File: src/mac_fc_defines.svh
`ifndef MAC_FC_DEFINES_SVH
`define MAC_FC_DEFINES_SVH

// Register index of the flow control register and its byte address on the port.
`define FLOW_CTRL_IDX        8'h08
`define FLOW_CTRL_ADDR       (`FLOW_CTRL_IDX * 8'h04)
`define FLOW_CTRL_RESET      32'h00000000

// Field positions inside the flow control register.
`define FLOW_PT_MSB          31
`define FLOW_PT_LSB          16
`define FLOW_PASS_BIT        2
`define FLOW_EN_BIT          1
`define FLOW_BUSY_BIT        0
`define FLOW_RSVD_WIDTH      13

// Control frame contents, FCS excluded.
`define PAUSE_DEST_ADDR      48'h0180C2000001
`define MAC_CTRL_TYPE        16'h8808
`define PAUSE_OPCODE         16'h0001
`define PAUSE_FRAME_BYTES    6'd60
`define PAUSE_LAST_IDX       6'd59
`define PAUSE_MIN_RX_BYTES   6'd18
`define RX_IDX_MAX           6'h3F

// Byte positions of the fields in a control frame.
`define IDX_SRC_ADDR         6'd6
`define IDX_TYPE_HI          6'd12
`define IDX_TYPE_LO          6'd13
`define IDX_OPC_HI           6'd14
`define IDX_OPC_LO           6'd15
`define IDX_PT_HI            6'd16
`define IDX_PT_LO            6'd17

// Pause quantum timing: one quantum is a slot of 512 bit times.
`define SLOT_BITS            512
`define CLK_PERIOD_NS        20
`define BIT_TIME_100_NS      10
`define BIT_TIME_10_NS       100
`define QUANTUM_CYC_100      ((`SLOT_BITS * `BIT_TIME_100_NS) / `CLK_PERIOD_NS)
`define QUANTUM_CYC_10       ((`SLOT_BITS * `BIT_TIME_10_NS) / `CLK_PERIOD_NS)

`endif

File: src/mac_fc_pkg.sv
package mac_fc_pkg;

  // States of the control frame sender.
  typedef enum logic {
    TX_IDLE,
    TX_SEND
  } tx_state_type;

endpackage

File: src/pause_tx_if.sv
`timescale 1ns/1ps

// Carries one control frame request and its byte stream between control and sender.
interface pause_tx_if;
  logic        start;
  logic [15:0] pause_time;
  logic [47:0] src_addr;
  logic        ready;
  logic [7:0]  data;
  logic        valid;
  logic        last;
  logic        busy;

  modport sender (input start, pause_time, src_addr, ready,
                  output data, valid, last, busy);
  modport ctrl   (output start, pause_time, src_addr, ready,
                  input data, valid, last, busy);
endinterface

File: src/pause_quantum_tick.sv
`timescale 1ns/1ps
`include "mac_fc_defines.svh"

// Gives a one-cycle tick each pause quantum at the current link speed.
module pause_quantum_tick #(
  parameter int CYC_100 = `QUANTUM_CYC_100,
  parameter int CYC_10  = `QUANTUM_CYC_10
) (
  input  wire logic clk_in,
  input  wire logic srst_in,
  input  wire logic clear_in,
  input  wire logic run_in,
  input  wire logic speed_100_in,
  output logic      tick_out
);

  logic [11:0] cnt_r;
  logic [11:0] limit;

  // Terminal count follows the speed so a quantum is always 512 bit times.
  assign limit = speed_100_in ? 12'(CYC_100 - 1) : 12'(CYC_10 - 1);
  assign tick_out = run_in && (cnt_r >= limit);

  // Counts cycles while a pause runs and restarts on every new pause.
  always_ff @(posedge clk_in) begin
    if (srst_in || clear_in || !run_in || tick_out) begin
      cnt_r <= 12'h000;
    end else begin
      cnt_r <= cnt_r + 12'h001;
    end
  end

endmodule

File: src/pause_frame_sender.sv
`timescale 1ns/1ps
`include "mac_fc_defines.svh"

// Streams one control frame, byte by byte, to the transmit path.
module pause_frame_sender
  import mac_fc_pkg::*;
(
  input  wire logic   clk_in,
  input  wire logic   srst_in,
  pause_tx_if.sender  tx
);

  tx_state_type state_r;
  logic [5:0]   idx_r;
  logic [15:0]  pt_r;

  // Picks the frame byte at a given position.
  function automatic logic [7:0] frame_byte(input logic [5:0] i, input logic [47:0] sa,
                                            input logic [15:0] pt);
    logic [47:0] da;
    da = `PAUSE_DEST_ADDR;
    frame_byte = 8'h00;
    if (i < `IDX_SRC_ADDR) begin
      frame_byte = da[8'(47 - 8 * i) -: 8];
    end else if (i < `IDX_TYPE_HI) begin
      frame_byte = sa[8'(47 - 8 * (i - `IDX_SRC_ADDR)) -: 8];
    end else if (i == `IDX_TYPE_HI) begin
      frame_byte = 8'(`MAC_CTRL_TYPE >> 8);
    end else if (i == `IDX_TYPE_LO) begin
      frame_byte = 8'(`MAC_CTRL_TYPE);
    end else if (i == `IDX_OPC_HI) begin
      frame_byte = 8'(`PAUSE_OPCODE >> 8);
    end else if (i == `IDX_OPC_LO) begin
      frame_byte = 8'(`PAUSE_OPCODE);
    end else if (i == `IDX_PT_HI) begin
      frame_byte = pt[15:8];
    end else if (i == `IDX_PT_LO) begin
      frame_byte = pt[7:0];
    end
  endfunction

  assign tx.busy = (state_r == TX_SEND);
  assign tx.last = tx.valid && (idx_r == `PAUSE_LAST_IDX);

  // Walks through the 60 bytes, advancing only when the transmit path takes one.
  always_ff @(posedge clk_in) begin
    if (srst_in) begin
      state_r  <= TX_IDLE;
      idx_r    <= 6'd0;
      pt_r     <= 16'h0000;
      tx.valid <= 1'b0;
      tx.data  <= 8'h00;
    end else begin
      unique case (state_r)
        TX_IDLE: begin
          if (tx.start) begin
            state_r  <= TX_SEND;
            idx_r    <= 6'd0;
            pt_r     <= tx.pause_time;
            tx.valid <= 1'b1;
            tx.data  <= frame_byte(6'd0, tx.src_addr, tx.pause_time);
          end
        end
        TX_SEND: begin
          if (tx.ready) begin
            if (idx_r == `PAUSE_LAST_IDX) begin
              state_r  <= TX_IDLE;
              tx.valid <= 1'b0;
            end else begin
              idx_r   <= idx_r + 6'd1;
              tx.data <= frame_byte(idx_r + 6'd1, tx.src_addr, pt_r);
            end
          end
        end
      endcase
    end
  end

endmodule

File: src/mac_flow_control.sv
// What this block does
// - Transmitted pause frames carry the register's upper 16-bit pause time.
// - Pause frames follow the standard MAC control frame layout.
// - Full duplex: busy flag stays high while a control frame is being sent.
// - Half duplex: busy flag stays high while back pressure is asserted.
// - No pause frame and no back pressure while the transmitter is disabled.
// - Pass-control setting never stops frames reaching the application.
// - Pass-control set: valid received pause frames get the packet filter flag.
// - Pass-control clear: received pause frames leave the packet filter flag clear.
// - Received pause acted on only in full duplex with flow control enabled.
// - All received frame data goes to the application, bad ones too.
// - Active address filtering modes override pass-control in receive status.
// - Enabled: valid pause stops transmitter for pause time times slot time.
// - Disabled: received control frames are not acted on, no pausing.
// - Half duplex: flow control enable turns on back pressure.
// - Busy flag is bit 0, cleared when the pause frame has been sent.
`timescale 1ns/1ps
`include "mac_fc_defines.svh"

module mac_flow_control
  import mac_fc_pkg::*;
(
  input  wire logic        CLK_IN,
  input  wire logic        SRST_IN,
  // Register port.
  input  wire logic [7:0]  REG_ADDR_IN,
  input  wire logic [31:0] REG_WDATA_IN,
  input  wire logic        REG_WR_IN,
  input  wire logic        REG_RD_IN,
  output logic [31:0]      REG_RDATA_OUT,
  // MAC mode and requests.
  input  wire logic        FULL_DUPLEX_IN,
  input  wire logic        SPEED_100_IN,
  input  wire logic        TX_ENABLE_IN,
  input  wire logic [47:0] STATION_ADDR_IN,
  input  wire logic        PAUSE_REQ_IN,
  input  wire logic        BP_REQ_IN,
  // Control frame stream to the transmit path.
  output logic [7:0]       TXF_DATA_OUT,
  output logic             TXF_VALID_OUT,
  output logic             TXF_LAST_OUT,
  input  wire logic        TXF_READY_IN,
  output logic             BACK_PRESSURE_OUT,
  output logic             TX_PAUSE_OUT,
  // Received byte stream and filter results.
  input  wire logic [7:0]  RX_DATA_IN,
  input  wire logic        RX_VALID_IN,
  input  wire logic        RX_LAST_IN,
  input  wire logic        RX_FCS_OK_IN,
  input  wire logic        RX_ADDR_PASS_IN,
  input  wire logic        RX_FILTER_MODE_IN,
  output logic [7:0]       RX_DATA_OUT,
  output logic             RX_VALID_OUT,
  output logic             RX_LAST_OUT,
  output logic             RXS_VALID_OUT,
  output logic             RXS_PKT_FILTER_OUT,
  output logic             RXS_PAUSE_OUT
);

  ////////////////////////////////////////////////////////////////////////////////
  // Declarations.

  logic [15:0] pause_time_value_r;
  logic        pass_ctrl_frames_r;
  logic        flow_ctrl_enable_r;
  logic        flow_busy_flag_r;
  logic        flow_busy_flag_nxt;
  logic        bp_active_r;
  logic        flow_wr;
  logic        flow_rd;
  logic [31:0] flow_word;

  logic [5:0]  rx_idx_r;
  logic        rx_match_r;
  logic        rx_match_nxt;
  logic [15:0] rx_pt_r;
  logic [7:0]  rx_expect;
  logic        rx_pause_ok;
  logic [15:0] rx_pt_full;

  logic [15:0] pause_cnt_r;
  logic        pause_load;
  logic        quantum_tick;

  pause_tx_if  ptx ();

  ////////////////////////////////////////////////////////////////////////////////
  // Register port.

  // Decodes the single mapped word; every other address reads as zero.
  assign flow_wr = REG_WR_IN && (REG_ADDR_IN == `FLOW_CTRL_ADDR);
  assign flow_rd = REG_RD_IN && (REG_ADDR_IN == `FLOW_CTRL_ADDR);

  // Assembles the readable view, reserved bits as zero.
  assign flow_word = {pause_time_value_r, {`FLOW_RSVD_WIDTH{1'b0}},
                      pass_ctrl_frames_r, flow_ctrl_enable_r, flow_busy_flag_r};

  // Stores the writable fields; the busy position is owned by hardware.
  always_ff @(posedge CLK_IN) begin
    if (SRST_IN) begin
      pause_time_value_r <= 16'(`FLOW_CTRL_RESET >> `FLOW_PT_LSB);
      pass_ctrl_frames_r <= 1'b0;
      flow_ctrl_enable_r <= 1'b0;
    end else if (flow_wr) begin
      pause_time_value_r <= REG_WDATA_IN[`FLOW_PT_MSB:`FLOW_PT_LSB];
      pass_ctrl_frames_r <= REG_WDATA_IN[`FLOW_PASS_BIT];
      flow_ctrl_enable_r <= REG_WDATA_IN[`FLOW_EN_BIT];
    end
  end

  // Returns read data in the cycle after the read strobe and only there.
  always_ff @(posedge CLK_IN) begin
    if (SRST_IN) begin
      REG_RDATA_OUT <= 32'h00000000;
    end else if (flow_rd) begin
      REG_RDATA_OUT <= flow_word;
    end else begin
      REG_RDATA_OUT <= 32'h00000000;
    end
  end

  ////////////////////////////////////////////////////////////////////////////////
  // Control frame transmission and back pressure.

  // Hands the request, the pause time and the source address to the sender.
  assign ptx.start      = PAUSE_REQ_IN && FULL_DUPLEX_IN && TX_ENABLE_IN
                          && !ptx.busy;
  assign ptx.pause_time = pause_time_value_r;
  assign ptx.src_addr   = STATION_ADDR_IN;
  assign ptx.ready      = TXF_READY_IN;

  // Builds and streams the standard control frame.
  pause_frame_sender u_sender (
    .clk_in  (CLK_IN),
    .srst_in (SRST_IN),
    .tx      (ptx.sender)
  );

  assign TXF_DATA_OUT  = ptx.data;
  assign TXF_VALID_OUT = ptx.valid;
  assign TXF_LAST_OUT  = ptx.last;

  // Asserts back pressure only in half duplex, enabled, with the transmitter on.
  always_ff @(posedge CLK_IN) begin
    if (SRST_IN) begin
      bp_active_r <= 1'b0;
    end else begin
      bp_active_r <= BP_REQ_IN && flow_ctrl_enable_r && !FULL_DUPLEX_IN
                     && TX_ENABLE_IN;
    end
  end

  assign BACK_PRESSURE_OUT = bp_active_r;

  // Busy follows the frame in full duplex and back pressure in half duplex.
  always_comb begin
    if (FULL_DUPLEX_IN) begin
      flow_busy_flag_nxt = ptx.busy && !(ptx.last && TXF_READY_IN);
    end else begin
      flow_busy_flag_nxt = bp_active_r;
    end
  end

  // Holds the busy flag seen at bit 0 of the register.
  always_ff @(posedge CLK_IN) begin
    if (SRST_IN) begin
      flow_busy_flag_r <= 1'b0;
    end else begin
      flow_busy_flag_r <= flow_busy_flag_nxt || ptx.start;
    end
  end

  ////////////////////////////////////////////////////////////////////////////////
  // Receive path: forwarding and control frame recognition.

  // Forwards every byte unchanged, whatever the filters or errors say.
  always_ff @(posedge CLK_IN) begin
    if (SRST_IN) begin
      RX_DATA_OUT  <= 8'h00;
      RX_VALID_OUT <= 1'b0;
      RX_LAST_OUT  <= 1'b0;
    end else begin
      RX_DATA_OUT  <= RX_DATA_IN;
      RX_VALID_OUT <= RX_VALID_IN;
      RX_LAST_OUT  <= RX_VALID_IN && RX_LAST_IN;
    end
  end

  // Gives the byte a control frame must hold at the current position.
  always_comb begin
    rx_expect = 8'h00;
    if (rx_idx_r < `IDX_SRC_ADDR) begin
      rx_expect = 8'(`PAUSE_DEST_ADDR >> (8 * (5 - int'(rx_idx_r))));
    end else if (rx_idx_r == `IDX_TYPE_HI) begin
      rx_expect = 8'(`MAC_CTRL_TYPE >> 8);
    end else if (rx_idx_r == `IDX_TYPE_LO) begin
      rx_expect = 8'(`MAC_CTRL_TYPE);
    end else if (rx_idx_r == `IDX_OPC_HI) begin
      rx_expect = 8'(`PAUSE_OPCODE >> 8);
    end else if (rx_idx_r == `IDX_OPC_LO) begin
      rx_expect = 8'(`PAUSE_OPCODE);
    end
  end

  // Source address and pause time positions are not compared.
  always_comb begin
    rx_match_nxt = rx_match_r;
    if (rx_idx_r < `IDX_SRC_ADDR || (rx_idx_r >= `IDX_TYPE_HI && rx_idx_r <= `IDX_OPC_LO)) begin
      rx_match_nxt = rx_match_r && (RX_DATA_IN == rx_expect);
    end
  end

  // Tracks the position in the frame, the match so far and the pause time.
  always_ff @(posedge CLK_IN) begin
    if (SRST_IN) begin
      rx_idx_r   <= 6'd0;
      rx_match_r <= 1'b1;
      rx_pt_r    <= 16'h0000;
    end else if (RX_VALID_IN) begin
      if (RX_LAST_IN) begin
        rx_idx_r   <= 6'd0;
        rx_match_r <= 1'b1;
      end else begin
        rx_idx_r   <= (rx_idx_r == `RX_IDX_MAX) ? rx_idx_r : rx_idx_r + 6'd1;
        rx_match_r <= rx_match_nxt;
      end
      if (rx_idx_r == `IDX_PT_HI) begin
        rx_pt_r[15:8] <= RX_DATA_IN;
      end
      if (rx_idx_r == `IDX_PT_LO) begin
        rx_pt_r[7:0] <= RX_DATA_IN;
      end
    end
  end

  // A pause frame is valid when all fixed fields matched, it is long enough and the FCS held.
  assign rx_pause_ok = RX_VALID_IN && RX_LAST_IN && rx_match_nxt && RX_FCS_OK_IN
                       && (rx_idx_r >= `PAUSE_MIN_RX_BYTES);
  assign rx_pt_full  = rx_pt_r;

  // Produces the frame status alongside the last forwarded byte.
  always_ff @(posedge CLK_IN) begin
    if (SRST_IN) begin
      RXS_VALID_OUT      <= 1'b0;
      RXS_PKT_FILTER_OUT <= 1'b0;
      RXS_PAUSE_OUT      <= 1'b0;
    end else begin
      RXS_VALID_OUT <= RX_VALID_IN && RX_LAST_IN;
      RXS_PAUSE_OUT <= rx_pause_ok;
      if (RX_FILTER_MODE_IN) begin
        RXS_PKT_FILTER_OUT <= RX_ADDR_PASS_IN;
      end else begin
        RXS_PKT_FILTER_OUT <= rx_pause_ok && pass_ctrl_frames_r;
      end
    end
  end

  ////////////////////////////////////////////////////////////////////////////////
  // Pause execution.

  // Acts on a valid pause only in full duplex with flow control enabled.
  assign pause_load = rx_pause_ok && FULL_DUPLEX_IN && flow_ctrl_enable_r;

  // Ticks once per 512 bit times at the current speed.
  pause_quantum_tick u_tick (
    .clk_in       (CLK_IN),
    .srst_in      (SRST_IN),
    .clear_in     (pause_load),
    .run_in       (pause_cnt_r != 16'h0000),
    .speed_100_in (SPEED_100_IN),
    .tick_out     (quantum_tick)
  );

  // Counts the remaining quanta; a new pause replaces the old, zero resumes.
  always_ff @(posedge CLK_IN) begin
    if (SRST_IN) begin
      pause_cnt_r <= 16'h0000;
    end else if (pause_load) begin
      pause_cnt_r <= rx_pt_full;
    end else if (!flow_ctrl_enable_r) begin
      pause_cnt_r <= 16'h0000;
    end else if (quantum_tick) begin
      pause_cnt_r <= pause_cnt_r - 16'h0001;
    end
  end

  assign TX_PAUSE_OUT = (pause_cnt_r != 16'h0000);

endmodule

File: config.mk
export PLATFORM = sky130hd
export DESIGN_NAME = mac_flow_control
export DESIGN_NICKNAME = d
export VERILOG_FILES = /design/src/mac_fc_pkg.sv /design/src/pause_tx_if.sv /design/src/pause_quantum_tick.sv /design/src/pause_frame_sender.sv /design/src/mac_flow_control.sv
export VERILOG_INCLUDE_DIRS = /design/src /design/src/src
export SDC_FILE = /design/constraint.sdc
export NUM_CORES = 1
export LEC_CHECK = 0
export ABC_CLOCK_PERIOD_IN_PS = 7700
export BUFFER_PORTS_ARGS = -buffer_cell sky130_fd_sc_hd__buf_2
export CORE_MARGIN = 5
export CORE_UTILIZATION = 52
export CTS_CLUSTER_DIAMETER = 150
export DETAILED_ROUTE_END_ITERATION = 10
export HOLD_SLACK_MARGIN = 0.08
export PLACE_DENSITY = 0.78
export SYNTH_ARGS = -nofsm -noshare
export SYNTH_HDL_FRONTEND = slang
export SYNTH_SLANG_ARGS = --single-unit
export TNS_END_PERCENT = 30
File: constraint.sdc
create_clock -name CLK_IN -period 7.7 [get_ports CLK_IN]
set_clock_uncertainty 0.05 [all_clocks]
set_input_delay 0.385 -clock CLK_IN [delete_from_list [all_inputs] [get_ports CLK_IN]]
set_output_delay 0.385 -clock CLK_IN [all_outputs]
set_load 0.1 [all_outputs]
# After elaboration in Yosys (flattened, before gate mapping)
# Index checks and enable logic that the tools add are counted.
totals:
  ff_bits: 147
  latchBits: 0
  ramBits: 0
  rom_bits: 0
  in_bits: 111
  output_inout_bits: 57
  wordCells: 142
  mem_count: 0
op_classes:
  n_addsub: 8
  mul: 0
  div_mod_pow: 0
  order_cmp: 7
  eq_ne: 22
  n_shift: 3
  mux: 39
  bitwise: 2
  reduce_logical: 38
op_table:
  columns: ["cell", "n"]
  rows:
  - ["8-bit two-way mux", 13]
  - ["55-bit by 9-bit variable part select with 8-bit output", 1]
  - ["55-bit by 9-bit variable part select with 8-bit output (first input constant)", 1]
  - ["6-bit by 4-bit == test with 1-bit output (second input constant)", 8]
  - ["16-bit two-way mux", 3]
  - ["41-bit by 32-bit >> shifter with 8-bit output (first input constant)", 1]
  - ["6-bit two-way mux", 5]
  - ["6-bit by 5-bit == test with 1-bit output (second input constant)", 4]
  - ["1-bit logical AND", 21]
  - ["8-bit one-hot mux with 2 select lines", 1]
  - ["16-bit nonzero test", 1]
  - ["16-bit by 1-bit subtractor with 16-bit output (second input constant)", 1]
  - ["6-bit by 8-bit subtractor with 8-bit output (first input constant)", 2]
  - ["12-bit by 1-bit adder with 12-bit output (second input constant)", 1]
  - ["6-bit by 1-bit adder with 6-bit output (second input constant)", 2]
  - ["6-bit == test (second input constant)", 2]
  - ["12-bit greater-or-equal comparator", 1]
  - ["6-bit by 3-bit less-than comparator with 1-bit output (second input constant)", 2]
  - ["1-bit two-way mux", 12]
  - ["12-bit two-way mux", 1]
  - ["6-bit one-hot mux with 2 select lines", 1]
  - ["2-bit != test (second input constant)", 5]
  - ["8-bit by 6-bit == test with 1-bit output (second input constant)", 1]
  - ["8-bit == test", 1]
  - ["15 further kinds", 28]

# Logic depth before layout (Yosys ltp)
logic_depth:
  depth_word: 17
  mapped_depth: 12
  depth_no_buf: 10

# Cells and area by module
# From an unflattened synthesis, not the netlist that was laid out.
hier_totals:
  hier_cells: 814
  hier_area_um2: 7060.5
modules_own_cells:
  columns: ["mod", "instances", "cells_each", "area_per_inst_um2", "seq_area_each_um2"]
  rows:
  - ["mac_flow_control", 1, 431, 3962.6, 1801.7]
  - ["pause_frame_sender", 1, 319, 2493.6, 640.6]
  - ["pause_quantum_tick", 1, 64, 604.3, 240.2]

# Worst setup path after synthesis
# No wires, ideal clock.
synth_path:
  path_type: "reg-to-reg"
  start: "reg u_sender.idx_r[0]"
  end: "reg u_sender.tx.data[5]"
  setup_ns: 0.122
  arrival_ns: 3.148
  required_ns: 7.528
  setup_slack_ns: 4.380
  stages_incl_launch_ff: 13
  path_buffers: 3
  period_less_slack_ns: 3.320
  path_cell_list: "dfxtp_1 -> buf_4 -> buf_2 -> buf_2 -> inv_1 -> ha_1 -> ha_1 -> or3b_2 -> o211ai_1 -> mux2i_1 -> and2_1 -> and3b_1 -> a221o_1"
synth_via:
  elab_chain_len: 13
  elab_cells_between_ends: 28
  cone_classes: "add/sub (4); order compare (2); eq/ne (8); shift (2); mux (11); reduce/logical (1)"
synth_lines:
  columns: ["element", "line_no", "rtl"]
  rows:
  - ["start, declared", "pause_frame_sender.sv:14", "logic [5:0] idx_r;"]
  - ["start signal, assigned", "pause_frame_sender.sv:70", "idx_r <= idx_r + 6'd1;"]
  - ["branches (longest 13 deep; another with 6-bit by 8-bit subtractor with 8-bit output)", null, null]
  - ["end signal, assigned", "pause_frame_sender.sv:61", "tx.data <= frame_byte(6'd0, tx.src_addr, tx.pause_time);"]
  - ["end signal, assigned", "pause_frame_sender.sv:71", "tx.data <= frame_byte(idx_r + 6'd1, tx.src_addr, pt_r);"]
  - ["end, declared", "pause_tx_if.sv:15", "output data, valid, last, busy);"]
# Parallel ways; which one is timed is not known. The select of a mux whose other input is x is not followed.
# A chain may end at the register's enable or synchronous reset.

# Final worst setup path
# Same ends and word-level chain as after synthesis.

==> results.cfg <==
[sta]
fin_crit_ps = 3430
setup_ws_ps = 4270
hold_viol = 0
finalSetupViolations = 0
period_share_pct = 44.55
fmax_ghz = 0.2915
slew_violations = 0
timing.slew.headroom_pct = 37.60
worst_pin_slew_ps = 936.0
rsz0062_at_grt = false
setup_tns_ps = 0

[yosys]
synth-edff-count = 0
synth_cell_types = 78
netlist.top_cell.by_area = dfxtp_1
synthFlopType = dfxtp_1
yosys_warnings = 0
synth_top_cell_area_share_pct = 39.90
synth_seq_cells = 134
syn_inst = 761
yosysSeqAreaShare_pct = 39.90
syn-cell-area_um2 = 6724
avgSynthCellArea_um2 = 8.836
async_reset_ff_share_pct = 0
synthTopCellsByArea = dfxtp_1 (40%), mux2i_1 (6.4%), nor2_1 (5.2%)

[clock_tree]
clock_latency_ps = 410
clk_pin_slew_worst_paths_ps = 60
cts_buffers = 17
cts_sinks = 134
h-tree-depth = 4
hold_buffers = 0
cts_tree = yes
cts-resized-gates = 0
cts_setup_buffers = 0
clockRootBuffer = clkbuf_16
max-clock-path-buffers = 2

[critical_path]
required_ps = 7960
worst_ep_arrival_time_ps = 3690
rr_worst_depth = 12
r2r_setup_slack_ps = 4270
setup.worst_path.class = flop to flop
endpoint_kind = flop
cp_max_fo = 29
critPathLaunchType = flop

[global_route]
grt_overflow = 0
grt_antenna_before_repair = 1
grtUsageTotal_pct = 21.04
grt_max_degree = 84
grt_pass1_vias = 5415
grt_pass1_wl_um = 25630

[route]
vias_per_cell = 5.433
wl_um = 16100
routedWlPerCell_um = 15.04
remaining_drc_errors = 0
first_pass_iters = 6
drt_iter0_markers = 432
drt.antenna.violating_nets = 0
dr_total_vias = 5813

[place]
hpwl_um = 11290
place.gp.congestion = 0.8815
post_dp_cell_area_um2 = 7436
port_buffers = 140
place_ws_ps = 4242

[floorplanning]
core_um2 = 12670
die-width_um = 123.7
start_util_pct = 53.07
dieArea_um2 = 15310
dieHeight_um = 123.7
rows = 41
io_pins = 168

[cells_and_area]
fillCellCount = 1109
insertedDiodeCount = 0
drive_gt1_share_pct = 23.05
most-common-layout-cells = buf_2 (140), dfxtp_1 (134), nor2_1 (94), nand2_1 (78), a21oi_1 (46)
layout.cells.most_common = buf_2
fin_area_um2 = 8034
layout.nets = 1018
synthToLayoutAreaGrowth_pct = 19.48
final_util_pct = 63.40

[power]
power_leakage_nw = 3.536
power_density_nw_per_um2 = 206.5
ir_worst_vdd_uv = 145.6
total_power_mw = 1.659

[worst_hold_path]
worstHoldPathType = primary input to flop
min_delay_path_depth = 3

[flow_run]
cap_violations = 0

[run_status]
outcome = finished, final reports clean
cell usage after synthesis (3+ instances only):
cell      count
o21a_1        3
nor4_1        4
o311ai_0      3
nor2b_1      13
a21oi_1      46
and2_1       22
nor2_1       94
o211ai_1      3
and3_1        3
xnor2_1      15
buf_6         3
mux4_2        8
nand4_1      13
inv_1        19
a21o_1        3
o21ai_0      25
mux2i_1      43
ha_1         22
nand2_1      78
buf_2         9
o31ai_1       9
or3_1         4
a22o_1        4
a221o_1       5
nand2b_1      3
a31oi_1       5
o21bai_1      4
nor3_1       23
a311oi_1      4
buf_4        17
clkbuf_1     22
dfxtp_1     134
nand3_1      23
xor2_1       13
o2111a_1      4
registers in the layout, indices dropped and copies added (netlist names), 6 cells and up:
register	flops
rx_pt_full	16
u_sender.tx.data	8
pause_time_value_r	16
REG_RDATA_OUT	19
u_sender.pt_r	16
u_tick.cnt_r	12
u_sender.idx_r	6
rx_idx_r	6
pause_cnt_r	16
RX_DATA_OUT	8
routing by layer:
| metal | GRT usage (%) | share of wire (%) | vias up |
|---|---|---|---|
| li1 | - | - | 2906 |
| met1 | 26.74 | 43 | 2736 |
| met2 | 35.15 | 50 | 148 |
| met3 | 5.949 | 6.2 | 21 |
| met4 | 5.606 | 1.3 | 2 |
| met5 | 0 | 0.043 | - |
report_power, final:
group | internal [mW] | switching [mW]
clock network | 0.516 | 0.302
registers | 0.699 | 0.00333
logic | 0.0396 | 0.0996
total | 1.25 | 0.405
per-stage QoR:
step	std cells	hold slack (ps)
final	1070	145.6
after global routing	1070	134.2
after CTS	1070	133.8
after detailed placement	1038	396.9
after global placement	1038	393.7
after floorplan	773	355.7
final timing paths:
kind | from | end
hold / removal | RX_ADDR_PASS_IN | RXS_PKT_FILTER_OUT
setup reg to reg | u_sender.idx_r[0] | u_sender.tx.data[5]
setup / recovery | u_sender.idx_r[0] | u_sender.tx.data[5]
hold reg to reg | u_sender.pt_r[6] | u_sender.pt_r[6]
layout make-up:
type | count | area, um^2 | area share, %
multi-input cells | 565 | 3710 | 46.18
flip-flops and latches | 134 | 2683 | 33.39
repair buffers | 147 | 753.2 | 9.375
inverters | 20 | 75.07 | 0.9344
clock buffers | 19 | 442.9 | 5.513
well taps | 172 | 215.2 | 2.679
clock inverters | 13 | 155.1 | 1.931
worst max-delay path, cell delays in order, from the launching register on:
cell and delay [ps]:
dfxtp_1 300, buf_4 370, ha_1 290, xnor2_1 130, buf_4 250, inv_1 130
ha_1 380, or3b_2 450, o211ai_1 100, mux2i_1 130, and2_1 200, and3b_1 220
a221o_1 310
logic make-up after synthesis:
family	synth area share, %
buf+inv	5.601
compound gates	14.07
other cells	0.05577
xor+xnor	4.299
flops	39.90
simple gates	22.74
mux	9.248
fa+ha+maj	4.094
(Power assumes the default switching activity.)
